## src/tsso_regs.svh

```systemverilog
// Register offsets, field positions, reset values and frame counts for the sync offset block
`ifndef TSSO_REGS_SVH
`define TSSO_REGS_SVH

// ----------------------------------------------------------------
// Register offsets
// ----------------------------------------------------------------
`define TSSO_ADDR_CFG 8'hd0
`define TSSO_ADDR_POS_LO 8'hd1
`define TSSO_ADDR_POS_HI 8'hd2
`define TSSO_ADDR_BIT 8'hd5
`define TSSO_ADDR_SLOT 8'hd6

// ----------------------------------------------------------------
// Field positions
// ----------------------------------------------------------------
`define TSSO_CFG_RATE_MSB 2
`define TSSO_CFG_ACCEPT 3
`define TSSO_CFG_ENABLE 4
`define TSSO_BIT_W 3
`define TSSO_SLOT_W 7
`define TSSO_POS_W 10

// ----------------------------------------------------------------
// Reset values
// ----------------------------------------------------------------
`define TSSO_CFG_RST 8'h00
`define TSSO_BIT_RST 3'h0
`define TSSO_SLOT_RST 7'h00

// ----------------------------------------------------------------
// Frame and multiframe lengths
// ----------------------------------------------------------------
`define TSSO_BITS_1536 11'd192
`define TSSO_BITS_1544 11'd193
`define TSSO_BITS_2048 11'd256
`define TSSO_BITS_4096 11'd512
`define TSSO_BITS_8192 11'd1024
`define TSSO_MF_T1 5'd24
`define TSSO_MF_E1 5'd16

`endif

```

## src/tsso_pkg.sv

```systemverilog
// Types shared by the sync offset block
package tsso_pkg;
  // System bus rate selection
  typedef enum logic [2:0] {
    TSSO_R1536,
    TSSO_R1544,
    TSSO_R2048,
    TSSO_R4096,
    TSSO_R8192
  } tsso_rate_t;
  // Running bit position within a bus frame
  typedef logic [9:0] tsso_pos_t;
endpackage

```

## src/tsso_link_sync.sv

```systemverilog
// Synchroniser and edge finder for the transmit system bus clock and sync inputs
module tsso_link_sync
  import tsso_pkg::*;
(
  // Clock and reset
  input wire logic clk,
  input wire logic reset_n,
  // Pins from the system bus side
  input wire logic tsb_clk,
  input wire logic fs_pin,
  input wire logic mf_pin,
  // Synchronised results
  output logic rise_en,
  output logic fall_en,
  output logic fs_lvl,
  output logic mf_lvl
);
  logic [2:0] ck_q;
  logic [1:0] fs_q;
  logic [1:0] mf_q;

  // Two stages before use; the third stage only serves edge finding
  always_ff @(posedge clk or negedge reset_n)
  begin
    if (!reset_n)
    begin
      ck_q <= 3'h0;
      fs_q <= 2'h0;
      mf_q <= 2'h0;
    end
    else
    begin
      ck_q <= {ck_q[1:0], tsb_clk};
      fs_q <= {fs_q[0], fs_pin};
      mf_q <= {mf_q[0], mf_pin};
    end
  end

  // Edges are read from stages two and three only
  assign rise_en = ck_q[1] & ~ck_q[2];
  assign fall_en = ~ck_q[1] & ck_q[2];
  assign fs_lvl = fs_q[1];
  assign mf_lvl = mf_q[1];
endmodule

```

## src/tsso_top.sv

```systemverilog
// Transmit system bus frame and multiframe sync placement at a programmable offset
// Function
// - 3-bit bit offset picks the bit; 000 is bit 1 or F-bit, 111 bit 8
// - Slot and bit offsets join into one 10-bit position for both syncs
// - 7-bit slot offset forms position bits 9 to 3, slots 0 to 127
// - At 1536, 1544, 2048 kbps the whole slot field is the slot number
// - At 4096 kbps upper six bits are the slot, lowest bit picks group
// - At 8192 kbps upper five bits are the slot, two lowest pick group
// - A position outside the bus frame gives no sync pulses at all
// - Sync position aligns to one bit against the transmit stream slots
// - Device or system may drive the syncs, always at the programmed position
//
// The implementer's own choice: the address-and-strobe port.
`include "tsso_regs.svh"
module tsso_top
  import tsso_pkg::*;
(
  // Clock and reset
  input wire logic clk,
  input wire logic reset_n,
  // Register port
  input wire logic [7:0] reg_addr,
  input wire logic [7:0] reg_wdata,
  input wire logic reg_wr,
  input wire logic reg_rd,
  output logic [7:0] reg_rdata,
  // Transmit system bus clock
  input wire logic tx_system_bus_clk,
  // Frame sync pin
  input wire logic tx_frame_sync_i,
  output logic tx_frame_sync_o,
  output logic tx_frame_sync_oe,
  // Multiframe sync pin
  input wire logic tx_multiframe_sync_i,
  output logic tx_multiframe_sync_o,
  output logic tx_multiframe_sync_oe
);

  // ----------------------------------------------------------------
  // Helper functions
  // ----------------------------------------------------------------

  // Bus frame length in bits for a rate; unknown codes fall back to 2048
  function automatic logic [10:0] frame_bits(input tsso_rate_t r);
    unique case (r)
      TSSO_R1536: frame_bits = `TSSO_BITS_1536;
      TSSO_R1544: frame_bits = `TSSO_BITS_1544;
      TSSO_R4096: frame_bits = `TSSO_BITS_4096;
      TSSO_R8192: frame_bits = `TSSO_BITS_8192;
      default: frame_bits = `TSSO_BITS_2048;
    endcase
  endfunction

  // Following bit position, wrapping at the frame end
  function automatic tsso_pos_t next_pos(input tsso_pos_t p, input tsso_rate_t r);
    logic [10:0] n;
    n = {1'b0, p} + 11'd1;
    next_pos = (n >= frame_bits(r)) ? 10'h000 : n[9:0];
  endfunction

  // Frames per multiframe: T1 rates use 24, the rest 16
  function automatic logic [4:0] mf_frames(input tsso_rate_t r);
    mf_frames = (r == TSSO_R1536 || r == TSSO_R1544) ? `TSSO_MF_T1 : `TSSO_MF_E1;
  endfunction

  // ----------------------------------------------------------------
  // Registers
  // ----------------------------------------------------------------
  logic [7:0] cfg_q;
  logic [2:0] tx_sync_bit_offset_q;
  logic [6:0] tx_sync_slot_offset_q;
  tsso_rate_t rate;
  logic accept;
  logic enable;

  // Only defined bits are kept, so reserved bits always read back as zero
  always_ff @(posedge clk or negedge reset_n)
  begin
    if (!reset_n)
    begin
      cfg_q <= `TSSO_CFG_RST;
      tx_sync_bit_offset_q <= `TSSO_BIT_RST;
      tx_sync_slot_offset_q <= `TSSO_SLOT_RST;
    end
    else if (reg_wr)
    begin
      if (reg_addr == `TSSO_ADDR_CFG)
        cfg_q <= {3'h0, reg_wdata[4:0]};
      if (reg_addr == `TSSO_ADDR_BIT)
        tx_sync_bit_offset_q <= reg_wdata[2:0];
      if (reg_addr == `TSSO_ADDR_SLOT)
        tx_sync_slot_offset_q <= reg_wdata[6:0];
    end
  end

  assign rate = tsso_rate_t'(cfg_q[`TSSO_CFG_RATE_MSB:0]);
  assign accept = cfg_q[`TSSO_CFG_ACCEPT];
  assign enable = cfg_q[`TSSO_CFG_ENABLE];

  // ----------------------------------------------------------------
  // Programmed position
  // ----------------------------------------------------------------
  tsso_pos_t offset_pos;
  logic in_range;

  // Slot sits above bit; at 4096 and 8192 the group bits fall in the low
  // slot bits, so bus slot = slot * groups + group and the join still holds
  assign offset_pos = {tx_sync_slot_offset_q, tx_sync_bit_offset_q};

  // Position must lie inside the bus frame for the chosen rate
  always_comb
  begin
    unique case (rate)
      TSSO_R1536: in_range = ({1'b0, offset_pos} < `TSSO_BITS_1536);
      TSSO_R1544: in_range = ({1'b0, offset_pos} < `TSSO_BITS_1544);
      TSSO_R4096: in_range = ({1'b0, offset_pos} < `TSSO_BITS_4096);
      TSSO_R8192: in_range = ({1'b0, offset_pos} < `TSSO_BITS_8192);
      default: in_range = ({1'b0, offset_pos} < `TSSO_BITS_2048);
    endcase
  end

  // ----------------------------------------------------------------
  // Link clock sampling
  // ----------------------------------------------------------------
  logic bit_en;
  logic mid_en;
  logic fs_lvl;
  logic mf_lvl;

  tsso_link_sync u_link (
    .clk(clk),
    .reset_n(reset_n),
    .tsb_clk(tx_system_bus_clk),
    .fs_pin(tx_frame_sync_i),
    .mf_pin(tx_multiframe_sync_i),
    .rise_en(bit_en),
    .fall_en(mid_en),
    .fs_lvl(fs_lvl),
    .mf_lvl(mf_lvl)
  );

  // Incoming syncs are taken mid-bit, away from the edge where they change
  logic fs_smp_q;
  logic mf_smp_q;
  logic fs_prev_q;
  logic mf_prev_q;
  always_ff @(posedge clk or negedge reset_n)
  begin
    if (!reset_n)
    begin
      fs_smp_q <= 1'b0;
      mf_smp_q <= 1'b0;
    end
    else if (mid_en)
    begin
      fs_smp_q <= fs_lvl;
      mf_smp_q <= mf_lvl;
    end
  end

  // Previous bit's sample, for leading edge detection
  always_ff @(posedge clk or negedge reset_n)
  begin
    if (!reset_n)
    begin
      fs_prev_q <= 1'b0;
      mf_prev_q <= 1'b0;
    end
    else if (bit_en)
    begin
      fs_prev_q <= fs_smp_q;
      mf_prev_q <= mf_smp_q;
    end
  end

  logic fs_lead;
  logic mf_lead;
  logic realign;
  assign fs_lead = fs_smp_q & ~fs_prev_q;
  assign mf_lead = mf_smp_q & ~mf_prev_q;
  // An out-of-frame offset cannot be honoured, so it never moves the timebase
  assign realign = enable & accept & in_range & fs_lead;

  // ----------------------------------------------------------------
  // Bit and frame timebase
  // ----------------------------------------------------------------
  tsso_pos_t pos_q;
  tsso_pos_t pos_d;
  logic [4:0] frm_q;
  logic [4:0] frm_d;

  // Next bit; an accepted sync marks the bit just ended as the offset bit
  always_comb
  begin
    if (realign)
      pos_d = next_pos(offset_pos, rate);
    else
      pos_d = next_pos(pos_q, rate);
  end

  // Frame count advances when the bit position wraps to zero
  always_comb
  begin
    frm_d = frm_q;
    if (realign && mf_lead)
      frm_d = (pos_d == 10'h000) ? 5'd1 : 5'd0;
    else if (pos_d == 10'h000)
      frm_d = (frm_q + 5'd1 >= mf_frames(rate)) ? 5'd0 : frm_q + 5'd1;
  end

  // Running bit position counts on every bus clock rising edge
  always_ff @(posedge clk or negedge reset_n)
  begin
    if (!reset_n)
    begin
      pos_q <= 10'h000;
      frm_q <= 5'd0;
    end
    else if (bit_en)
    begin
      pos_q <= pos_d;
      frm_q <= frm_d;
    end
  end

  // ----------------------------------------------------------------
  // Sync pin drive
  // ----------------------------------------------------------------
  logic drive;
  assign drive = enable & ~accept;

  // Pulse covers exactly the bit whose position equals the offset
  always_ff @(posedge clk or negedge reset_n)
  begin
    if (!reset_n)
    begin
      tx_frame_sync_o <= 1'b0;
      tx_multiframe_sync_o <= 1'b0;
    end
    // An offset moved out of the frame also cuts a pulse already standing
    else if (!drive || !in_range)
    begin
      tx_frame_sync_o <= 1'b0;
      tx_multiframe_sync_o <= 1'b0;
    end
    else if (bit_en)
    begin
      tx_frame_sync_o <= in_range && (pos_d == offset_pos);
      tx_multiframe_sync_o <= in_range && (pos_d == offset_pos) && (frm_d == 5'd0);
    end
  end

  // Enables follow direction; the pins are released while accepting
  always_ff @(posedge clk or negedge reset_n)
  begin
    if (!reset_n)
    begin
      tx_frame_sync_oe <= 1'b0;
      tx_multiframe_sync_oe <= 1'b0;
    end
    else
    begin
      tx_frame_sync_oe <= drive;
      tx_multiframe_sync_oe <= drive;
    end
  end

  // ----------------------------------------------------------------
  // Read port
  // ----------------------------------------------------------------

  // Data stand only in the cycle after the strobe; unmapped reads give zero
  always_ff @(posedge clk or negedge reset_n)
  begin
    if (!reset_n)
      reg_rdata <= 8'h00;
    else if (reg_rd)
    begin
      unique case (reg_addr)
        `TSSO_ADDR_CFG: reg_rdata <= cfg_q;
        `TSSO_ADDR_POS_LO: reg_rdata <= pos_q[7:0];
        `TSSO_ADDR_POS_HI: reg_rdata <= {1'b0, frm_q, pos_q[9:8]};
        `TSSO_ADDR_BIT: reg_rdata <= {5'h00, tx_sync_bit_offset_q};
        `TSSO_ADDR_SLOT: reg_rdata <= {1'b0, tx_sync_slot_offset_q};
        default: reg_rdata <= 8'h00;
      endcase
    end
    else
      reg_rdata <= 8'h00;
  end

  // ----------------------------------------------------------------
  // Assertions
  // ----------------------------------------------------------------

  bit_store_a: assert property (@(posedge clk) disable iff (!reset_n)
    reg_wr && reg_addr == `TSSO_ADDR_BIT |=> tx_sync_bit_offset_q == $past(reg_wdata[2:0]))
    else $error("bit offset write not stored");

  slot_read_a: assert property (@(posedge clk) disable iff (!reset_n)
    reg_rd && reg_addr == `TSSO_ADDR_SLOT && !reg_wr
      |=> reg_rdata == {1'b0, tx_sync_slot_offset_q})
    else $error("slot offset read back wrong");

  pulse_place_a: assert property (@(posedge clk) disable iff (!reset_n)
    $rose(tx_frame_sync_o) |-> pos_q == offset_pos)
    else $error("frame sync not at programmed position");

  out_range_a: assert property (@(posedge clk) disable iff (!reset_n)
    !in_range && $past(!in_range) && $past(!in_range, 2)
      |-> !tx_frame_sync_o && !tx_multiframe_sync_o)
    else $error("sync pulse from out-of-frame offset");

  low_rate_a: assert property (@(posedge clk) disable iff (!reset_n)
    rate == TSSO_R2048 |-> in_range == (tx_sync_slot_offset_q < 7'd32))
    else $error("2048 slot range wrong");

  group_two_a: assert property (@(posedge clk) disable iff (!reset_n)
    rate == TSSO_R4096 |-> in_range == !tx_sync_slot_offset_q[6])
    else $error("4096 slot range wrong");

  group_four_a: assert property (@(posedge clk) disable iff (!reset_n)
    rate == TSSO_R8192 |-> in_range)
    else $error("8192 offset wrongly out of frame");

  pulse_hold_a: assert property (@(posedge clk) disable iff (!reset_n)
    tx_frame_sync_o && !bit_en && drive && in_range |=> tx_frame_sync_o)
    else $error("frame sync shorter than one bit");

  pulse_end_a: assert property (@(posedge clk) disable iff (!reset_n)
    tx_frame_sync_o && bit_en && $stable(offset_pos) && !realign |=> !tx_frame_sync_o)
    else $error("frame sync longer than one bit");

  mf_inside_a: assert property (@(posedge clk) disable iff (!reset_n)
    tx_multiframe_sync_o |-> tx_frame_sync_o)
    else $error("multiframe sync off frame sync position");

  realign_pos_a: assert property (@(posedge clk) disable iff (!reset_n)
    bit_en && realign |=> pos_q == next_pos($past(offset_pos), $past(rate)))
    else $error("timebase not realigned to accepted sync");

  pin_dir_a: assert property (@(posedge clk) disable iff (!reset_n)
    accept ##1 accept |-> !tx_frame_sync_oe && !tx_multiframe_sync_oe)
    else $error("sync pins driven while accepting");

endmodule

```

## config.mk

```make
export PLATFORM = sky130hd
export DESIGN_NAME = tsso_top
export DESIGN_NICKNAME = d
export VERILOG_FILES = /design/src/tsso_pkg.sv /design/src/tsso_link_sync.sv /design/src/tsso_top.sv
export VERILOG_INCLUDE_DIRS = /design/src
export SDC_FILE = /design/constraint.sdc
export NUM_CORES = 1
export LEC_CHECK = 0
export BUFFER_PORTS_ARGS = -buffer_cell sky130_fd_sc_hd__buf_2
export CAP_MARGIN = 0
export CORE_ASPECT_RATIO = 2
export CORE_MARGIN = 2
export CORE_UTILIZATION = 45
export CTS_CLUSTER_DIAMETER = 200
export CTS_CLUSTER_SIZE = 40
export DETAILED_ROUTE_END_ITERATION = 16
export GPL_TIMING_DRIVEN = 0
export SYNTH_ARGS = -nofsm -noshare
export SYNTH_HDL_FRONTEND = slang
export SYNTH_HIERARCHICAL = 1
export SYNTH_SLANG_ARGS = --single-unit
export TNS_END_PERCENT = 10
```

## constraint.sdc

```tcl
create_clock -name clk -period 4.25 [get_ports clk]
set_clock_uncertainty 0.1 [all_clocks]
set_input_delay 0.85 -clock clk [delete_from_list [all_inputs] [get_ports clk]]
set_output_delay 0.85 -clock clk [all_outputs]
set_load 0.03 [all_outputs]
```

==> reports/metrics.csv, run 1 <==
metric,value,unit
"Arr. time, crit path",4.01,ns
Vias,2868,
Initial Utilization,45.6,%
root buffer cell,clkbuf_16,
worst hold path class,reg2reg,
Sink Count,52,
setup violators final,0,
Seq. cell area,1310,um^2
Final GP Congestion,0.901,
PD cells,372,nW/um^2
run status,finished clean,
"Seq/Total Area, Yosys",38.1,%
Routed Antenna Nets,0,
footprint of the multi-input gates,2000,um^2
H-tree depth,2,
PortBufs,33,
clk_lat worst skew,0.30,ns
grt met3 use,2.90,%
"critical path fanouts, max",10,
top post-synthesis cells by area,"dfrtp_1 (38%), ha_1 (6.6%), mux2_2 (6.6%)",
FP Rows,45,
Layout area overhead,13.4,%
Worst setup EP type,flop,
TritonCTS buffer count,5,
M1 GR Usage,29.2,%
register bit count reported by yosys,52,
"Reg clk slew, reported paths",0.08,ns
grt peak-use layer,met2,
vias in the first global route,2772,
Synth top cells by count,"dfrtp_1 (52), nand2_1 (33), nor2_1 (25), mux2_2 (20), ha_1 (18)",
Final period util,91.4,%
unrepaired setup endpoints after global routing,no,
diode count,0,
top cell type's share of synthesized area,38.1,%
Lkg Pwr,1.71,nW
Fillers,731,
DRT Pass-1 Iters,4,
core area,7490,um^2
Worst Path Required,4.38,ns
CTS max path bufs,2,
post-route cell area,3870,um^2
Die Height,127,um
Async SR Flop Fraction,100,%
Worst Max-Slew Pin Slew,1.30,ns
"Remaining Overflow, GRT",0,
Die ar.,8340,um^2
Syn Std Cell Area,3410,um^2
largest net degree at the start of global routing,53,
M2 GR Usage,38.7,%
worst hold stages,0,
Global Route Usage Sum,23.0,%
setup tns final,0,ns
Post-DP Area,3700,um^2
Synth Warn #,6,
I/O pin count,35,
number of synthesized flops with an enable pin,0,
worst hold path endpoint,u_link/mf_q[1]$_DFF_PN0_,
"Top FF cell, synth",dfrtp_1,
worst reg-to-reg setup slack,0.37,ns
Residual DRC,0,
vias per std cell,5.82,
Layout Nets,439,
top-count cell post-synth,dfrtp_1,
cell taking the most area after synthesis,dfrtp_1,
TritonCTS clock tree,done,
initial antenna violation count,0,
Worst setup SP type,flop,
hold_sp,u_link/mf_q[0]$_DFF_PN0_,
relative slew slack,12.3,%
count of cell types in the netlist,59,
final hold violations,0,
Syn Inst Count,357,
synthesized net count,398,
DR WL/cell,18.0,um
Peak Freq,258,MHz
Post-Place Worst Slack,0.126,ns
power after layout,0.00144,W
"Avg Cell Area, Syn",9.56,um^2
drt total wl,8900,um
initial drt markers,239,
pins over their slew limit,0,
DP HPWL,6760,um
Final min period,3.88,ns
Crit Path Class,reg2reg,
Die X,65.6,um
first-pass GRT wire length,14400,um
worst r2r dst,tx_multiframe_sync_o$_DFFE_PN0P_,
Worst R2R Path Depth,16,
Peak supply drop,0.211,mV
Max Cap Viol,0,
layout cells sized above 1,22.8,%
R2R Path Start,tx_sync_bit_offset_q[0]$_DFFE_PN0P_,
fin worst setup slack,0.367,ns
==> critical path, cell delays in order, from the launching register on <==
cell and delay [ns]:
dfrtp_2 0.47, ha_2 0.28, nand2_1 0.09, or2_2 0.29
xor2_1 0.18, inv_1 0.08, ha_1 0.19, nand2b_1 0.14
nor4_1 0.19, o2111ai_1 0.18, a211oi_2 0.34, buf_2 0.28
a2bb2oi_1 0.11, xnor2_1 0.15, a2111oi_2 0.36, nand3_1 0.21
o21ai_1 0.18
==> through the flow <==
step	hold WS (ns)	utilization (%)	cells
after floorplan	0.231	-	357
after global placement	0.233	49.4	484
after detailed placement	0.236	49.4	484
after CTS	0.254	51.4	492
after global routing	0.262	51.7	493
final	0.251	51.7	493
==> routing by layer <==
layer | vias up | wire, um
li1 | 1384 | -
met1 | 1401 | 3680
met2 | 70 | 4640
met3 | 13 | 348
met4 | 0 | 230
met5 | - | 0
==> flip-flops by register name, summed over array words and instances (netlist names), 2 cells and up <==
| signal | flops |
|---|---|
| pos_q | 10 |
| reg_rdata | 8 |
| tx_sync_slot_offset_q | 7 |
| cfg_q | 5 |
| frm_q | 5 |
| tx_sync_bit_offset_q | 3 |
| u_link/ck_q | 3 |
| u_link/fs_q | 2 |
| u_link/mf_q | 2 |
==> report_power, final <==
part / leakage, nW / switching [W] / internal (W)
Combinational: 0.961 / 0.000218 / 0.000170
Clock: 0.0767 / 0.000207 / 0.000227
Sequential: 0.671 / 0.0000739 / 0.000544
==> cell type report <==
type	count	share of cell area (%)
clock buffer	5	3.23
clock inverter	3	0.743
multi-input combinational	277	51.6
tap	94	3.04
inverter	9	0.872
timing repair buffer	35	4.65
buffer	18	2.20
sequential	52	33.7
==> layout by cell type, fill, tap and decap left out, types with 3 or more instances in the layout <==
master	synthesis	layout
dfrtp_1	52	49
buf_2	7	40
nand2_1	33	33
nor2_1	25	25
mux2_2	20	20
ha_1	18	17
nand3_1	16	16
a21oi_1	15	15
xnor2_1	14	14
xor2_1	12	12
a22oi_1	11	11
inv_1	9	9
o21ai_0	9	9
clkbuf_1	9	8
nor3_1	9	8
nor3b_1	7	7
nand2b_1	6	6
mux2i_1	5	5
a31oi_1	5	5
clkbuf_16	0	5
and2_1	4	4
buf_4	2	4
and3_1	4	4
nor4b_1	4	4
o21ai_1	4	4
o31ai_1	4	4
a22o_1	4	4
nand4_1	3	3
or2_2	3	3
nor4_1	3	3
nor2b_1	3	3
a32oi_1	3	3
dfrtp_2	0	3
==> cell families (layout without fill, tap and decap cells) <==
group	after synthesis	count (layout)	share of synthesized area, %
xor gates and xnor gates	26	26	6.67
adders and majority gates	18	18	6.60
muxes	26	26	8.50
DFF	52	52	38.1
and+or+nand+nor	134	134	21.0
buffers and inverters	28	70	3.59
AOI/OAI and AO/OA	73	73	15.5
==> worst max path at each step <==
stage	startpoint	end	slack, ns	depth (start not counted)
after global routing	tx_sync_bit_offset_q[1]$_DFFE_PN0P_	tx_multiframe_sync_o$_DFFE_PN0P_	0.03	16
final	tx_sync_bit_offset_q[0]$_DFFE_PN0P_	tx_multiframe_sync_o$_DFFE_PN0P_	0.37	16
after detailed placement	pos_q[0]$_DFFE_PN0P_	tx_multiframe_sync_o$_DFFE_PN0P_	0.13	15
after floorplan	tx_sync_bit_offset_q[0]$_DFFE_PN0P_	tx_multiframe_sync_o$_DFFE_PN0P_	0.80	16
after CTS	pos_q[0]$_DFFE_PN0P_	tx_multiframe_sync_o$_DFFE_PN0P_	0.09	15
after global placement	tx_sync_bit_offset_q[0]$_DFFE_PN0P_	tx_multiframe_sync_o$_DFFE_PN0P_	0.18	16
==> what timing repair did <==
item / in CTS / in global routing
setup buffers: 0 / 2
gates resized for setup: 0 / 5
hold buffers: 0 / 0
setup endpoints to repair: 0 / 4
(Power assumes the default switching activity.)
==> run 2, diff against run 1 <==
--- a/config.mk
+++ b/config.mk
@@ -10,11 +10,12 @@
 export CAP_MARGIN = 0
 export CORE_ASPECT_RATIO = 2
 export CORE_MARGIN = 2
-export CORE_UTILIZATION = 45
+export CORE_UTILIZATION = 59
 export CTS_CLUSTER_DIAMETER = 200
 export CTS_CLUSTER_SIZE = 40
 export DETAILED_ROUTE_END_ITERATION = 16
 export GPL_TIMING_DRIVEN = 0
+export PLACE_DENSITY = 0.8
 export SYNTH_ARGS = -nofsm -noshare
 export SYNTH_HDL_FRONTEND = slang
 export SYNTH_HIERARCHICAL = 1
==> reports/metrics.csv, run 2 (synthesis results as in run 1) <==
metric,value,unit,change
Sink Count,52,,unchanged
first-pass GRT wire length,14300,um,-0.48%
R2R Path Start,tx_sync_bit_offset_q[1]$_DFFE_PN0P_,,
Worst Path Required,4.37,ns,about the same
Top reg by flops,pos_q,,
Global Route Usage Sum,29.7,%,+6.7 points
PortBufs,33,,unchanged
TritonCTS clock tree,done,,
vias in the first global route,2963,,+6.9%
core area,5660,um^2,-24%
PD cells,381,nW/um^2,+2.4%
layout cells sized above 1,22.3,%,-0.50 points
clk_lat worst skew,0.29,ns,about the same
power after layout,0.00147,W,+1.8%
crit-path max cell delay,0.52,ns,+0.05 ns
Top Registers,"pos_q x10, reg_rdata x8, tx_sync_slot_offset_q x7",,
max reg flops,10,,unchanged
DR WL/cell,19.1,um,+5.7%
Post-Place Worst Slack,0.204,ns,+0.0786 ns
Peak supply drop,0.540,mV,+160%
vias per std cell,6.36,,+9.3%
Worst setup SP type,flop,,
Peak Freq,252,MHz,-2.1%
Initial Utilization,60.3,%,+15 points
setup tns final,0,ns,unchanged
CTS max path bufs,2,,unchanged
initial drt markers,152,,-36%
Final min period,3.97,ns,+0.0828 ns
Residual DRC,0,,unchanged
Layout area overhead,12.8,%,
"leading cell type in the layout, fill and taps excluded",dfrtp_1,,
run status,finished clean,,
final hold violations,0,,unchanged
H-tree depth,2,,unchanged
"Reg clk slew, reported paths",0.06,ns,-0.02 ns
root buffer cell,clkbuf_16,,
Final GP Congestion,0.915,,+1.6%
Layout Nets,439,,unchanged
worst-path cell chain,ha_1 -> nand2_1 -> or2_2 -> xor2_1 -> inv_1 -> ha_1 -> nand2b_1 -> nor4_1 -> o2111ai_1 -> a211oi_2 -> buf_2 -> a2bb2oi_1 -> xnor2_1 -> a2111oi_2 -> nand3_1 -> o21ai_1,,
Die X,57.8,um,-12%
Final period util,93.3,%,+1.9 points
pins over their slew limit,0,,unchanged
hold_sp,u_link/fs_q[0]$_DFF_PN0_,,
DP HPWL,6880,um,+1.8%
largest net degree at the start of global routing,53,,unchanged
diode count,0,,unchanged
initial antenna violation count,0,,unchanged
"Arr. time, crit path",4.08,ns,+0.07 ns
Lkg Pwr,1.72,nW,+0.58%
most frequent cells in the layout,"dfrtp_1 (51), buf_2 (40), nand2_1 (33)",,
Max Cap Viol,0,,unchanged
"Remaining Overflow, GRT",0,,unchanged
Critical Path Start,tx_sync_bit_offset_q[1]$_DFFE_PN0P_,,
worst hold path class,reg2reg,,
FP Rows,39,,-13%
"Hold-fix buffers, CTS",0,,unchanged
"critical path fanouts, max",10,,unchanged
"most used cell, CP",ha_1,,
Worst Max-Slew Pin Slew,1.24,ns,-0.0622 ns
unrepaired setup endpoints after global routing,no,,
CP max stage cell,dfrtp_1,,
I/O pin count,35,,unchanged
Vias,2924,,+2.0%
DRT Pass-1 Iters,5,,+1
fin worst setup slack,0.284,ns,-0.0828 ns
setup violators final,0,,unchanged
TritonCTS buffer count,5,,unchanged
Fillers,448,,-39%
Die Height,112,um,-12%
Worst setup EP type,flop,,
Die ar.,6450,um^2,-23%
relative slew slack,16.5,%,+4.2 points
Crit Path Class,reg2reg,,
Routed Antenna Nets,0,,unchanged
"Core Util, Final",68.0,%,+16 points
drt total wl,8780,um,-1.3%
[run 2: critical path: cells and delay by family, from the launching register on]
kind	cells	cell delay, ns
buffers and inverters	2	0.37
flip-flops	1	0.52
AND/OR/NAND/NOR	5	0.89
adder cells (fa/ha/maj)	2	0.56
AO/OA/AOI/OAI	5	1.12
XOR/XNOR	2	0.31
[run 2: repair_timing]
| item | CTS | global route |
|---|---|---|
| gates resized for setup | 0 | 3 |
| setup endpoints to repair | 0 | 4 |
| buffers inserted | 0 | 2 |
[run 2: report_power, final]
group | total, W | switching, W | leakage [nW] | internal [W]
Sequential | 0.000614 | 0.0000695 | 0.674 | 0.000544
Combinational | 0.000396 | 0.000225 | 0.965 | 0.000172
Clock | 0.000456 | 0.000176 | 0.0804 | 0.000280
Total | 0.00147 | 0.000471 | 1.72 | 0.000995
[run 2: cell type report]
type | count | area, um^2 | area share [%]
multi-input cells | 277 | 2000 | 52.0
flip-flops and latches | 52 | 1300 | 33.8
plain buffers | 18 | 85.1 | 2.21
well taps | 61 | 76.3 | 1.98
inverters | 9 | 33.8 | 0.877
clock buffers | 5 | 125 | 3.25
clock inverters | 3 | 46.3 | 1.20
repair buffers | 35 | 180 | 4.68
[run 2: metal layers]
metal  global-route usage, %  wire length [um]
met1                    30.6              2980
met2                    52.7              4810
met3                    2.67               286
met4                    22.5               701
met5                       0                 0
[run 2: per-stage QoR]
| stage | area (um^2) | instances | hold slack [ns] |
|---|---|---|---|
| floorplan | 3410 | 357 | 0.231 |
| global placement | 3660 | 451 | 0.241 |
| detailed placement | 3660 | 451 | 0.236 |
| CTS | 3830 | 459 | 0.263 |
| global route | 3850 | 460 | 0.265 |
| finish | 3850 | 460 | 0.256 |
[run 2: final timing paths]
| check | slack, ns | end | cells after the start |
|---|---|---|---|
| min in group asynchronous | 0.68 | u_link/ck_q[0]$_DFF_PN0_ | 1 |
| worst min-delay path | 0.26 | u_link/fs_q[1]$_DFF_PN0_ | 0 |
| worst min register to register | 0.26 | u_link/fs_q[1]$_DFF_PN0_ | 0 |
| worst max-delay path | 0.28 | tx_multiframe_sync_o$_DFFE_PN0P_ | 16 |
| max in group asynchronous | 2.62 | tx_sync_bit_offset_q[0]$_DFFE_PN0P_ | 1 |
| worst max register to register | 0.28 | tx_multiframe_sync_o$_DFFE_PN0P_ | 16 |
